**config.mk**
```make
export PLATFORM = sky130hd
export DESIGN_NAME = apwk_ctrl
export DESIGN_NICKNAME = d
export VERILOG_FILES = /design/src/pkg/apwk_pkg.sv /design/src/apwk_slice.sv /design/src/apwk_ctrl.sv
export SDC_FILE = /design/constraint.sdc
export NUM_CORES = 1
export LEC_CHECK = 0
export ABC_AREA = 1
export ABC_CLOCK_PERIOD_IN_PS = 2100
export BUFFER_PORTS_ARGS = -buffer_cell sky130_fd_sc_hd__buf_2
export CORE_MARGIN = 2
export CORE_UTILIZATION = 62
export CTS_BUF_LIST = sky130_fd_sc_hd__clkbuf_2
export CTS_CLUSTER_DIAMETER = 40
export DETAILED_ROUTE_END_ITERATION = 8
export PLACE_DENSITY = 0.95
export SYNTH_ARGS = -nofsm -noshare
export SYNTH_HDL_FRONTEND = slang
export SYNTH_SLANG_ARGS = --single-unit
```
**constraint.sdc**
```tcl
create_clock -name pclk -period 2.1 [get_ports pclk]
set_input_delay 0.42 -clock pclk [delete_from_list [all_inputs] [get_ports pclk]]
set_output_delay 0.42 -clock pclk [all_outputs]
set_load 0.01 [all_outputs]
```
**src/pkg/apwk_pkg.sv**
```systemverilog
// Package for the asynchronous partial wakeup clock controller.
// Assumes a 32-bit APB slave on pclk at 50 MHz.
package apwk_pkg;

    // Register byte offsets
    localparam logic [7:0] APWK_PCER_OFF  = 8'h00;  // periph_clock_enable_reg, write-one-to-set
    localparam logic [7:0] APWK_PCDR_OFF  = 8'h04;  // peripheral clock disable, write-one-to-clear
    localparam logic [7:0] APWK_PCSR_OFF  = 8'h08;  // periph_clock_status_reg, read
    localparam logic [7:0] APWK_PWER_OFF  = 8'h0C;  // partial_wakeup_enable_reg, write-one-to-set
    localparam logic [7:0] APWK_PWDR_OFF  = 8'h10;  // partial_wakeup_disable_reg, write-one-to-clear
    localparam logic [7:0] APWK_PWSR_OFF  = 8'h14;  // partial wakeup enable status, read
    localparam logic [7:0] APWK_ASR_OFF   = 8'h18;  // partial_wakeup_activity_status, read
    localparam logic [7:0] APWK_AIPR_OFF  = 8'h1C;  // activity_in_progress_reg, read
    localparam logic [7:0] APWK_WAIT_OFF  = 8'h20;  // write bit 0 = 1 to enter Wait mode
    localparam logic [7:0] APWK_STAT_OFF  = 8'h24;  // controller state, read

    // Field positions
    localparam int APWK_AIP_BIT       = 0;
    localparam int APWK_WAIT_GO_BIT   = 0;
    localparam int APWK_STAT_WAIT_BIT = 0;
    localparam int APWK_STAT_SYS_BIT  = 1;

    // Reset values
    localparam logic [31:0] APWK_PCSR_RST = 32'h0000_0000;
    localparam logic [31:0] APWK_PWSR_RST = 32'h0000_0000;

    // Peripherals able to do partial wakeup: UART and two_wire_hs_port identifiers
    localparam logic [31:0] APWK_CAPABLE_DEF = 32'h0000_0F1C;

    localparam int APWK_NPER_MAX = 32;

    typedef enum logic {
        APWK_RUN,
        APWK_WAIT
    } apwk_state_t;

    // Synchronised per-peripheral request levels
    typedef struct packed {
        logic clk_req;
        logic active;
        logic wake;
    } apwk_req_t;

endpackage

```
**src/apwk_slice.sv**
```systemverilog
// One peripheral's request synchroniser and clock gate decision.
// Assumes the request pins are asynchronous to pclk.
`timescale 1ns/1ps
module apwk_slice (
    // Clock and reset
    input  wire logic               pclk,
    input  wire logic               presetn,
    // Asynchronous requests from the peripheral
    input  wire logic               clk_req_a,
    input  wire logic               active_a,
    input  wire logic               wake_a,
    // Controller state
    input  wire logic               in_wait,
    input  wire logic               clk_on,
    input  wire logic               pwk_on,
    // Results
    output apwk_pkg::apwk_req_t     req,
    output logic                    clk_en_next
);
    import apwk_pkg::*;

    apwk_req_t meta_reg;
    apwk_req_t sync_reg;

    always_ff @(posedge pclk or negedge presetn) begin
        if (!presetn) begin
            meta_reg <= '0;
            sync_reg <= '0;
        end else begin
            meta_reg <= '{clk_req: clk_req_a, active: active_a, wake: wake_a};
            sync_reg <= meta_reg;
        end
    end

    assign req = sync_reg;

    // In Wait mode only a requesting enabled peripheral is clocked
    wire logic wait_clk = pwk_on & sync_reg.clk_req;
    // Running: clock stops once partial wakeup is armed and idle
    wire logic run_clk  = clk_on & ~(pwk_on & ~sync_reg.active);

    assign clk_en_next = in_wait ? wait_clk : run_clk;

endmodule // apwk_slice

```
**src/apwk_ctrl.sv**
```systemverilog
// Asynchronous partial wakeup clock controller with APB register access.
// Assumes peripheral request pins are asynchronous; clock enables drive gates elsewhere.
//
// Summary of operation
// - Only UART and two-wire ports may arm
// - Wait mode stops all but slow clock
// - Clock request clocks only that peripheral
// - Peripheral wakes system or clock stops again
// - Wakeup request clears partial-wakeup enables
// - Enable and disable registers write-one
// - Armed and idle: peripheral clock stops
//
// The implementer's own choices: the register offsets and the APB interface to the registers.
`timescale 1ns/1ps
module apwk_ctrl #(
    parameter int          NPER    = 32,
    parameter logic [31:0] CAPABLE = apwk_pkg::APWK_CAPABLE_DEF
) (
    // Clock and reset
    input  wire logic               pclk,
    input  wire logic               presetn,
    // APB slave
    input  wire logic               psel,
    input  wire logic               penable,
    input  wire logic               pwrite,
    input  wire logic [7:0]         paddr,
    input  wire logic [31:0]        pwdata,
    output logic [31:0]             prdata,
    output logic                    pready,
    output logic                    pslverr,
    // Peripheral requests, asynchronous
    input  wire logic [NPER-1:0]    clk_req,
    input  wire logic [NPER-1:0]    periph_active,
    input  wire logic [NPER-1:0]    wake_req,
    input  wire logic               ext_wake,
    // Clock control outputs
    output logic [NPER-1:0]         periph_clk_en,
    output logic                    sys_clk_en,
    output logic                    in_wait
);
    import apwk_pkg::*;

    generate
        if (NPER < 1 || NPER > APWK_NPER_MAX) begin : g_chk
            $error("apwk_ctrl: NPER must be 1 to 32");
        end
    endgenerate

    function automatic logic hit(input logic [7:0] addr, input logic [7:0] off);
        hit = (addr[7:2] == off[7:2]);
    endfunction

    // Registers
    apwk_state_t      state_reg,  state_next;
    logic [NPER-1:0]  pcsr_reg,   pcsr_next;
    logic [NPER-1:0]  pwk_reg,    pwk_next;
    logic [NPER-1:0]  clk_en_reg;
    logic [31:0]      prdata_reg;
    logic             pready_reg;
    logic             pslverr_reg;
    logic             sys_reg;
    logic             wait_reg;
    logic [1:0]       ext_sync_reg;

    // Synchronised peripheral levels
    apwk_req_t        req [NPER];
    logic [NPER-1:0]  clk_en_next;
    logic [NPER-1:0]  act_s;
    logic [NPER-1:0]  wake_s;

    wire logic in_wait_now = (state_reg == APWK_WAIT);

    genvar gi;
    generate
        for (gi = 0; gi < NPER; gi++) begin : g_per
            apwk_slice u_slice (
                .pclk        (pclk),
                .presetn     (presetn),
                .clk_req_a   (clk_req[gi]),
                .active_a    (periph_active[gi]),
                .wake_a      (wake_req[gi]),
                .in_wait     (in_wait_now),
                .clk_on      (pcsr_reg[gi]),
                .pwk_on      (pwk_reg[gi]),
                .req         (req[gi]),
                .clk_en_next (clk_en_next[gi])
            );
            assign act_s[gi]  = req[gi].active;
            assign wake_s[gi] = req[gi].wake;
        end
    endgenerate

    // APB decode
    wire logic        acc     = psel & penable & ~pready_reg;
    wire logic        wr      = acc & pwrite;
    wire logic        rd      = acc & ~pwrite;
    wire logic [31:0] wmask   = (NPER == 32) ? 32'hFFFF_FFFF : ((32'h1 << NPER) - 32'h1);
    wire logic [NPER-1:0] wbits = pwdata[NPER-1:0];
    wire logic [NPER-1:0] cap   = CAPABLE[NPER-1:0];

    wire logic wr_pcer = wr & hit(paddr, APWK_PCER_OFF);
    wire logic wr_pcdr = wr & hit(paddr, APWK_PCDR_OFF);
    wire logic wr_pwer = wr & hit(paddr, APWK_PWER_OFF);
    wire logic wr_pwdr = wr & hit(paddr, APWK_PWDR_OFF);
    wire logic wr_wait = wr & hit(paddr, APWK_WAIT_OFF) & pwdata[APWK_WAIT_GO_BIT];

    wire logic mapped = hit(paddr, APWK_PCER_OFF) | hit(paddr, APWK_PCDR_OFF)
                      | hit(paddr, APWK_PCSR_OFF) | hit(paddr, APWK_PWER_OFF)
                      | hit(paddr, APWK_PWDR_OFF) | hit(paddr, APWK_PWSR_OFF)
                      | hit(paddr, APWK_ASR_OFF)  | hit(paddr, APWK_AIPR_OFF)
                      | hit(paddr, APWK_WAIT_OFF) | hit(paddr, APWK_STAT_OFF);
    wire logic ro_hit = hit(paddr, APWK_PCSR_OFF) | hit(paddr, APWK_PWSR_OFF)
                      | hit(paddr, APWK_ASR_OFF)  | hit(paddr, APWK_AIPR_OFF)
                      | hit(paddr, APWK_STAT_OFF);

    // Activity seen only on armed peripherals counts as partial wakeup activity
    wire logic [NPER-1:0] asr = act_s & pwk_reg;
    wire logic            any_activity_flag = |asr;

    // Any wakeup from a clocked armed peripheral, or from outside
    wire logic pwk_wake = |(wake_s & pwk_reg & clk_en_reg);
    wire logic wakeup   = pwk_wake | ext_sync_reg[1];

    // Read mux
    logic [31:0] rd_data;
    always_comb begin
        rd_data = 32'h0000_0000;
        if (hit(paddr, APWK_PCSR_OFF)) begin
            rd_data[NPER-1:0] = pcsr_reg;
        end
        if (hit(paddr, APWK_PWSR_OFF)) begin
            rd_data[NPER-1:0] = pwk_reg;
        end
        if (hit(paddr, APWK_ASR_OFF)) begin
            rd_data[NPER-1:0] = asr;
        end
        if (hit(paddr, APWK_AIPR_OFF)) begin
            rd_data[APWK_AIP_BIT] = any_activity_flag;
        end
        if (hit(paddr, APWK_STAT_OFF)) begin
            rd_data[APWK_STAT_WAIT_BIT] = in_wait_now;
            rd_data[APWK_STAT_SYS_BIT]  = sys_reg;
        end
        rd_data = rd_data & wmask | (hit(paddr, APWK_AIPR_OFF) | hit(paddr, APWK_STAT_OFF) ? rd_data : 32'h0);
    end

    // Peripheral clock status
    always_comb begin
        pcsr_next = pcsr_reg;
        if (wr_pcdr) begin
            pcsr_next = pcsr_next & ~wbits;
        end
        if (wr_pcer) begin
            pcsr_next = pcsr_next | wbits;
        end
    end

    // Partial wakeup enables
    always_comb begin
        pwk_next = pwk_reg;
        if (wakeup) begin
            pwk_next = '0;
        end
        if (wr_pwdr) begin
            pwk_next = pwk_next & ~wbits;
        end
        if (wr_pwer) begin
            pwk_next = pwk_next | (wbits & cap);
        end
    end

    // Run / Wait state
    always_comb begin
        state_next = state_reg;
        case (state_reg)
            APWK_RUN: begin
                if (wr_wait && !wakeup) begin
                    state_next = APWK_WAIT;
                end
            end
            APWK_WAIT: begin
                if (wakeup) begin
                    state_next = APWK_RUN;
                end
            end
            default: state_next = APWK_RUN;
        endcase
    end

    always_ff @(posedge pclk or negedge presetn) begin
        if (!presetn) begin
            state_reg    <= APWK_RUN;
            pcsr_reg     <= APWK_PCSR_RST[NPER-1:0];
            pwk_reg      <= APWK_PWSR_RST[NPER-1:0];
            clk_en_reg   <= '0;
            ext_sync_reg <= 2'h0;
        end else begin
            state_reg    <= state_next;
            pcsr_reg     <= pcsr_next;
            pwk_reg      <= pwk_next;
            clk_en_reg   <= clk_en_next;
            ext_sync_reg <= {ext_sync_reg[0], ext_wake};
        end
    end

    always_ff @(posedge pclk or negedge presetn) begin
        if (!presetn) begin
            sys_reg  <= 1'b1;
            wait_reg <= 1'b0;
        end else begin
            sys_reg  <= (state_next == APWK_RUN);
            wait_reg <= (state_next == APWK_WAIT);
        end
    end

    // APB answer one cycle into the access phase
    always_ff @(posedge pclk or negedge presetn) begin
        if (!presetn) begin
            pready_reg  <= 1'b0;
            pslverr_reg <= 1'b0;
            prdata_reg  <= 32'h0000_0000;
        end else begin
            pready_reg  <= acc;
            pslverr_reg <= acc & (~mapped | (pwrite & ro_hit));
            prdata_reg  <= (rd & mapped) ? rd_data : 32'h0000_0000;
        end
    end

    assign prdata        = prdata_reg;
    assign pready        = pready_reg;
    assign pslverr       = pslverr_reg;
    assign periph_clk_en = clk_en_reg;
    assign sys_clk_en    = sys_reg;
    assign in_wait       = wait_reg;

endmodule // apwk_ctrl

```
After elaboration in Yosys (flattened, before gate mapping)

Cells that the tools add are included.

Register bits: 326
Bits in latches: 0
Memory bits (writable): 0
Memory bits (read-only): 0
Input bits: 142
Output and inout bits: 68
Logic and storage cells: 465
Memories kept: 0

Add/subtract/negate cells: 0
Multipliers: 0
Div/mod/pow operators: 0
$lt $le $gt $ge: 0
Equal/unequal tests: 9
Shifts and indexed selects: 0
Multiplexer cells: 47
Bitwise logic cells: 203
Reduce and logical (&&, ||, !) cells: 5

Operator list:

| operator                                                         | count |
|---|---|
| 32-bit two-way mux                                               | 10 |
| 32-bit AND                                                       | 5 |
| 1-bit AND                                                        | 109 |
| 1-bit NOT                                                        | 69 |
| 32-bit bitwise OR                                                | 2 |
| 32-bit OR reduction                                              | 2 |
| 1-bit two-way mux                                                | 35 |
| 32-bit NOT                                                       | 1 |
| 32-bit by 12-bit bitwise OR with 32-bit output                   | 1 |
| 6-bit by 3-bit == test with 1-bit output (second input constant) | 4 |
| 1-bit bitwise OR                                                 | 16 |
| 6-bit by 2-bit == test with 1-bit output (second input constant) | 2 |
| 6-bit by 4-bit == test with 1-bit output (second input constant) | 2 |
| 6-bit by 1-bit == test with 1-bit output (second input constant) | 1 |
| 6-bit logical NOT                                                | 1 |
| 2-bit two-way mux                                                | 1 |
| 1-bit one-hot mux with 2 select lines                            | 1 |
| 1-bit logical AND                                                | 1 |
| 1-bit logical NOT                                                | 1 |

Longest topological paths before layout

Depth after elaboration: 13
Depth in mapped cells: 10
Gate-level depth less buffers: 9

Modules after synthesis

A second synthesis with hierarchy kept.

Cells, all modules: 1093
Area total of the unflattened synthesis: 11811.3 um^2

By module, submodules not included:

| module     | times used | cells an instance | area an instance (um^2) |
|---|---|---|---|
| apwk_ctrl  | 1          | 677               | 6045.8 |
| apwk_slice | 32         | 13                | 180.2 |

Worst setup path before layout

OpenSTA, ideal clock, no wires.

Path kind: input -> register
Start: input port paddr[7]
End: register pwk_reg[12]
Arrival time: 1.365 ns
Data required time: 1.981 ns
Slack: 0.617 ns
Cell stages on the path: 8
Cell sequence: nor2_1 > buf_4 > nand3_2 > nor2_4 > inv_2 > buf_2 > o21ai_1 > nor2_1

Cells in the longest elaborated chain, start to end: 5
Elaborated cells on any way between the ends: 7
Those cells by class: 2 x eq/ne; 2 x mux; 3 x bitwise

RTL lines:

| item                                           | RTL line         | source |
|---|---|---|
| start, declared                                | apwk_ctrl.sv:26  | `input wire logic [7:0] paddr,` |
| 6-bit by 3-bit == test with 1-bit output       | apwk_ctrl.sv:50  | `hit = (addr[7:2] == off[7:2]);` |
| 1-bit AND                                      | apwk_ctrl.sv:104 | `wire logic wr_pwdr = wr & hit(paddr, APWK_PWDR_OFF);` |
| 32-bit two-way mux                             | apwk_ctrl.sv:164 | `if (wr_pwdr) begin` |
| 32-bit by 12-bit bitwise OR with 32-bit output | apwk_ctrl.sv:168 | `pwk_next = pwk_next \| (wbits & cap);` |
| 32-bit two-way mux *                           | apwk_ctrl.sv:167 | `if (wr_pwer) begin` |
| named net pwk_next[12]                         | apwk_ctrl.sv:56  | `logic [NPER-1:0] pwk_reg, pwk_next;` |
| end signal, assigned                           | apwk_ctrl.sv:194 | `pwk_reg <= APWK_PWSR_RST[NPER-1:0];` |
| end signal, assigned                           | apwk_ctrl.sv:200 | `pwk_reg <= pwk_next;` |
| end, declared                                  | apwk_ctrl.sv:56  |  |

Mark *: on every way through the listed nets, which the timed path passes. The rest lies on a longest branch.

Worst setup path in the final report

Start: register pwk_reg[18]
End: register pwk_reg[14]

Cells in the longest elaborated chain, start to end: 9

RTL lines:

| item                                           | RTL line         | source |
|---|---|---|
| 32-bit AND * (2 in a row)                      | apwk_ctrl.sv:121 | `wire logic pwk_wake = \|(wake_s & pwk_reg & clk_en_reg);` |
| 32-bit OR reduction *                          | apwk_ctrl.sv:121 |  |
| 1-bit bitwise OR *                             | apwk_ctrl.sv:122 | `wire logic wakeup = pwk_wake \| ext_sync_reg[1];` |
| 32-bit two-way mux *                           | apwk_ctrl.sv:161 | `if (wakeup) begin` |
| 32-bit AND                                     | apwk_ctrl.sv:165 | `pwk_next = pwk_next & ~wbits;` |
| 32-bit two-way mux *                           | apwk_ctrl.sv:164 |  |
| 32-bit by 12-bit bitwise OR with 32-bit output | apwk_ctrl.sv:168 |  |
| 32-bit two-way mux *                           | apwk_ctrl.sv:167 |  |
| named net pwk_next[14]                         | apwk_ctrl.sv:56  |  |

Marked as above.

==> results.txt <==
- Placer Congestion: 0.8680
- Top delay family on crit path: simple AND/OR/NAND/NOR gates
- The finished cells cover 14930 µm².
- The H-tree was split into 3 levels.
- For this design the static power due to leakage is 7.424 nW.
* Number of global-route vias before repair: 10.86k
* Ratio of routed vias to standard cells: 5.720
- The region available for standard cell placement spans 17960 µm².
* Final layout net count: 1571
* Setup violators final: 0
- Reg area: 8163 µm²
- Kind of end point of the critical path: flip-flop
* WL per Instance: 21.33 µm
- Together, buffers and inverters on the worst path number 0.
* Clk Tree Root Cell: clkbuf_2
* Post-synthesis cell area: roughly 11000 µm²
- In this run the worst path has a maximum fanout of 25.
* Detailed-router iteration count before antenna repair: 6
* Register bit total from synthesis: about 330
- Number of flops mapped to enable cells by yosys: 0
- Remaining max-slew budget at the tightest pin: 54.09%
- Top cells by area, synth: dfrtp_1 (72%), o21ai_0 (6.0%), nand3_1 (3.6%)
- Total global routing overflow: 0
- Number of top-level design ports: 210
- After detailed routing, the total wire length is 36580 µm.
* Class of the most critical hold timing path: in -> reg
- The first global-routing pass estimated 56700 µm of wire.
* Total of fill cells in the finished design: 938
* Yosys top cell area share: between 70% and 80%
- In this design, the stage delay of the slowest critical-path cell is 0.48 ns.
- STA puts the critical path data required time at around 2.9 ns.
- Detailed routing inserted a total of 9809 vias.
- In this run the horizontal extent of the chip is 139.2 µm.
* Area of the die: 19380 µm²
- Utilization after layout: 83.14%
- TritonCTS clock tree: built
- Compared with the post-synthesis result, the final layout area differs by 31.76%.
- Critical path's slowest cell: dfrtp_1
* Count of nets left with antenna violations after detail routing: 0
- Count of input and output buffers: 207
- At the later pin of the worst-skew pair, clock insertion delay measures 0.90 ns.
* Result of the run: completed
- Maximum clock path buffer count: 3
- Startpoint class of the critical path: flip-flop
- For this design, the sink count on the clock tree is 326.
- RSZ-0062 raised after global routing: yes
- The signal on the critical path passes through nand3_1 > nand2_1 > nor2_1 > nand3_1 > nor2_4 > nand3_4 > nor2_1.
- The first routing iteration left 891 violations.
- In the global route stage, overall resource usage came out at 38.97%.
- After synthesis, the netlist uses 29 different library cells.
- Max IR drop VDD: 0.8161 mV
- Syn_area_per_cell: 11.31 µm²
- Dividing total power by cell area gives a power density of 779.6 nW/µm².
- DP Wirelength: 19880 µm
* Kind of critical path: reg -> reg
- CTS buffer count: between 70 and 80
- Async set-or-reset flop fraction in the synthesized netlist: 100.0%
* Transition time at the pin with the least slew margin: 0.6864 ns
- Clock-pin slew was measured on the worst setup and hold paths at 0.11 ns.
- Core Rows: 49
- On the final layout, the worst clock skew is 0.07463 ns.
* Total area of multi-input combinational cells: 2664 µm²
- Max-cap violations in this run came to 0.
- Entering global routing, the biggest net connects 78 pins.
* Dominant register cell in the synthesized netlist: dfrtp_1
- Number of failing hold endpoints at the final stage: 0
- STA puts the critical path data arrival time at 2.84 ns.
- Synthesis handed over a netlist of 1002 instances.
- Of the cells placed in the final design, the portion with a size suffix greater than 1 is a little over a quarter.
- Summing the sequential cell areas from Yosys gives 71.98% of the chip area.
* Residual DRC: 0
* Placement-stage cell area: 12800 µm²
* Chip height: 139.2 µm
- Final worst path period share: between 90% and 100%
- By count the netlist is led by dfrtp_1 (325), o21ai_0 (137), nor2_1 (109).
* Cell type with the highest aggregate area in the netlist: dfrtp_1
- Yosys instantiated no cell more often than dfrtp_1.
* Maximum frequency from static timing analysis: about 480 MHz
- Net count of the mapped netlist: ~1.1k
- Once the floorplan was initialized, standard cells occupied a little over three fifths of the core.
* Total number of yosys warnings: 0
* Shortest period the worst path allows: 2.086 ns
- Slew Viols, Final: 0
- The number of antenna violations at the first check in global routing was 3.
==> power by group <==
group	leakage, nW	switching, mW	total [mW]	internal, mW
Sequential	4.09	0.125	6.64	6.51
Clock	0.533	2.62	4.28	1.66
Combinational	2.80	0.379	0.721	0.342
==> cell families (layout without fill, tap and decap cells) <==
logic type             count (synthesis)  after routing  synth area share (%)
AO/OA/AOI/OAI                        226            226                 10.37
buffers and inverters                120            601                 4.559
AND/OR/NAND/NOR                      330            330                 13.09
flip-flops                           326            326                 71.98
other                                  0              3                     0
==> repair_timing <==
item	CTS	global route
hold endpoints to repair	492	0
gates resized for setup	1	0
hold buffers	138	0
cloned	0	0
endpoints found under the setup margin	1	8
buffers inserted	1	3
==> routing by layer <==
layer  routed length, µm  vias up  GRT usage, %
met2               19050      679         66.92
li1                    -     4195             -
met1               12250     4740         42.63
met5                   0        -             0
met3                2899      195         10.08
met4                2381        0         26.69
==> final cells by class <==
cell class / instances / share of cell area (%)
diodes: 3 / 0.05027
clock buffers: 111 / 3.720
clock inverters: 23 / 1.005
inverters: 87 / 2.187
multi-input cells: 556 / 17.84
flip-flops and latches: 326 / 54.66
well taps: 229 / 1.919
repair buffers: 380 / 18.62
==> worst min-delay path, delay by kind of cell <==
kind          cells  cell delay (ns)
buf+inv           1             0.13
simple gates      5             0.40
==> metrics by stage <==
stage | TNS (ns) | instances | hold WS (ns) | setup WS (ns) | total power, mW
floorplan | 0 | 1002 | 0.1244 | 0.6165 | 6.834
global placement | 0 | 1436 | 0.3314 | 0.2843 | 7.188
detailed placement | 0 | 1436 | 0.3304 | 0.2256 | 7.227
CTS | 0 | 1709 | 0.1031 | 0.009326 | 11.44
global route | -0.09174 | 1715 | 0.1118 | -0.02479 | 12.09
finish | 0 | 1715 | 0.1491 | 0.01372 | 11.64
==> cell usage in the layout, fill, tap and decap left out, types with 25 or more instances in the layout <==
| master | Yosys | final |
|---|---|---|
| a21oi_1 | 51 | 51 |
| o21ai_0 | 137 | 137 |
| clkbuf_2 | 0 | 111 |
| dlygate4sd3_1 | 0 | 138 |
| nand2_1 | 107 | 107 |
| buf_4 | 6 | 27 |
| inv_1 | 80 | 80 |
| nor2_1 | 109 | 109 |
| buf_2 | 5 | 206 |
| o21ai_1 | 25 | 25 |
| dfrtp_1 | 325 | 324 |
| nand3_1 | 82 | 82 |
==> worst paths after layout <==
kind / from / to / slack [ns] / cells after the start
max: pwk_reg[18] / pwk_reg[14] / 0.01 / 7
min: paddr[4] / sys_clk_en / 0.15 / 6
min in group asynchronous: presetn / g_per[6].u_slice.req[2] / 0.50 / 3
max reg2reg: pwk_reg[18] / pwk_reg[14] / 0.01 / 7
max in group asynchronous: presetn / g_per[6].u_slice.req[1] / 0.16 / 4
min reg2reg: g_per[5].u_slice.meta_reg[0] / g_per[5].u_slice.req[0] / 0.29 / 0
Power figures use the tool's default switching activity.
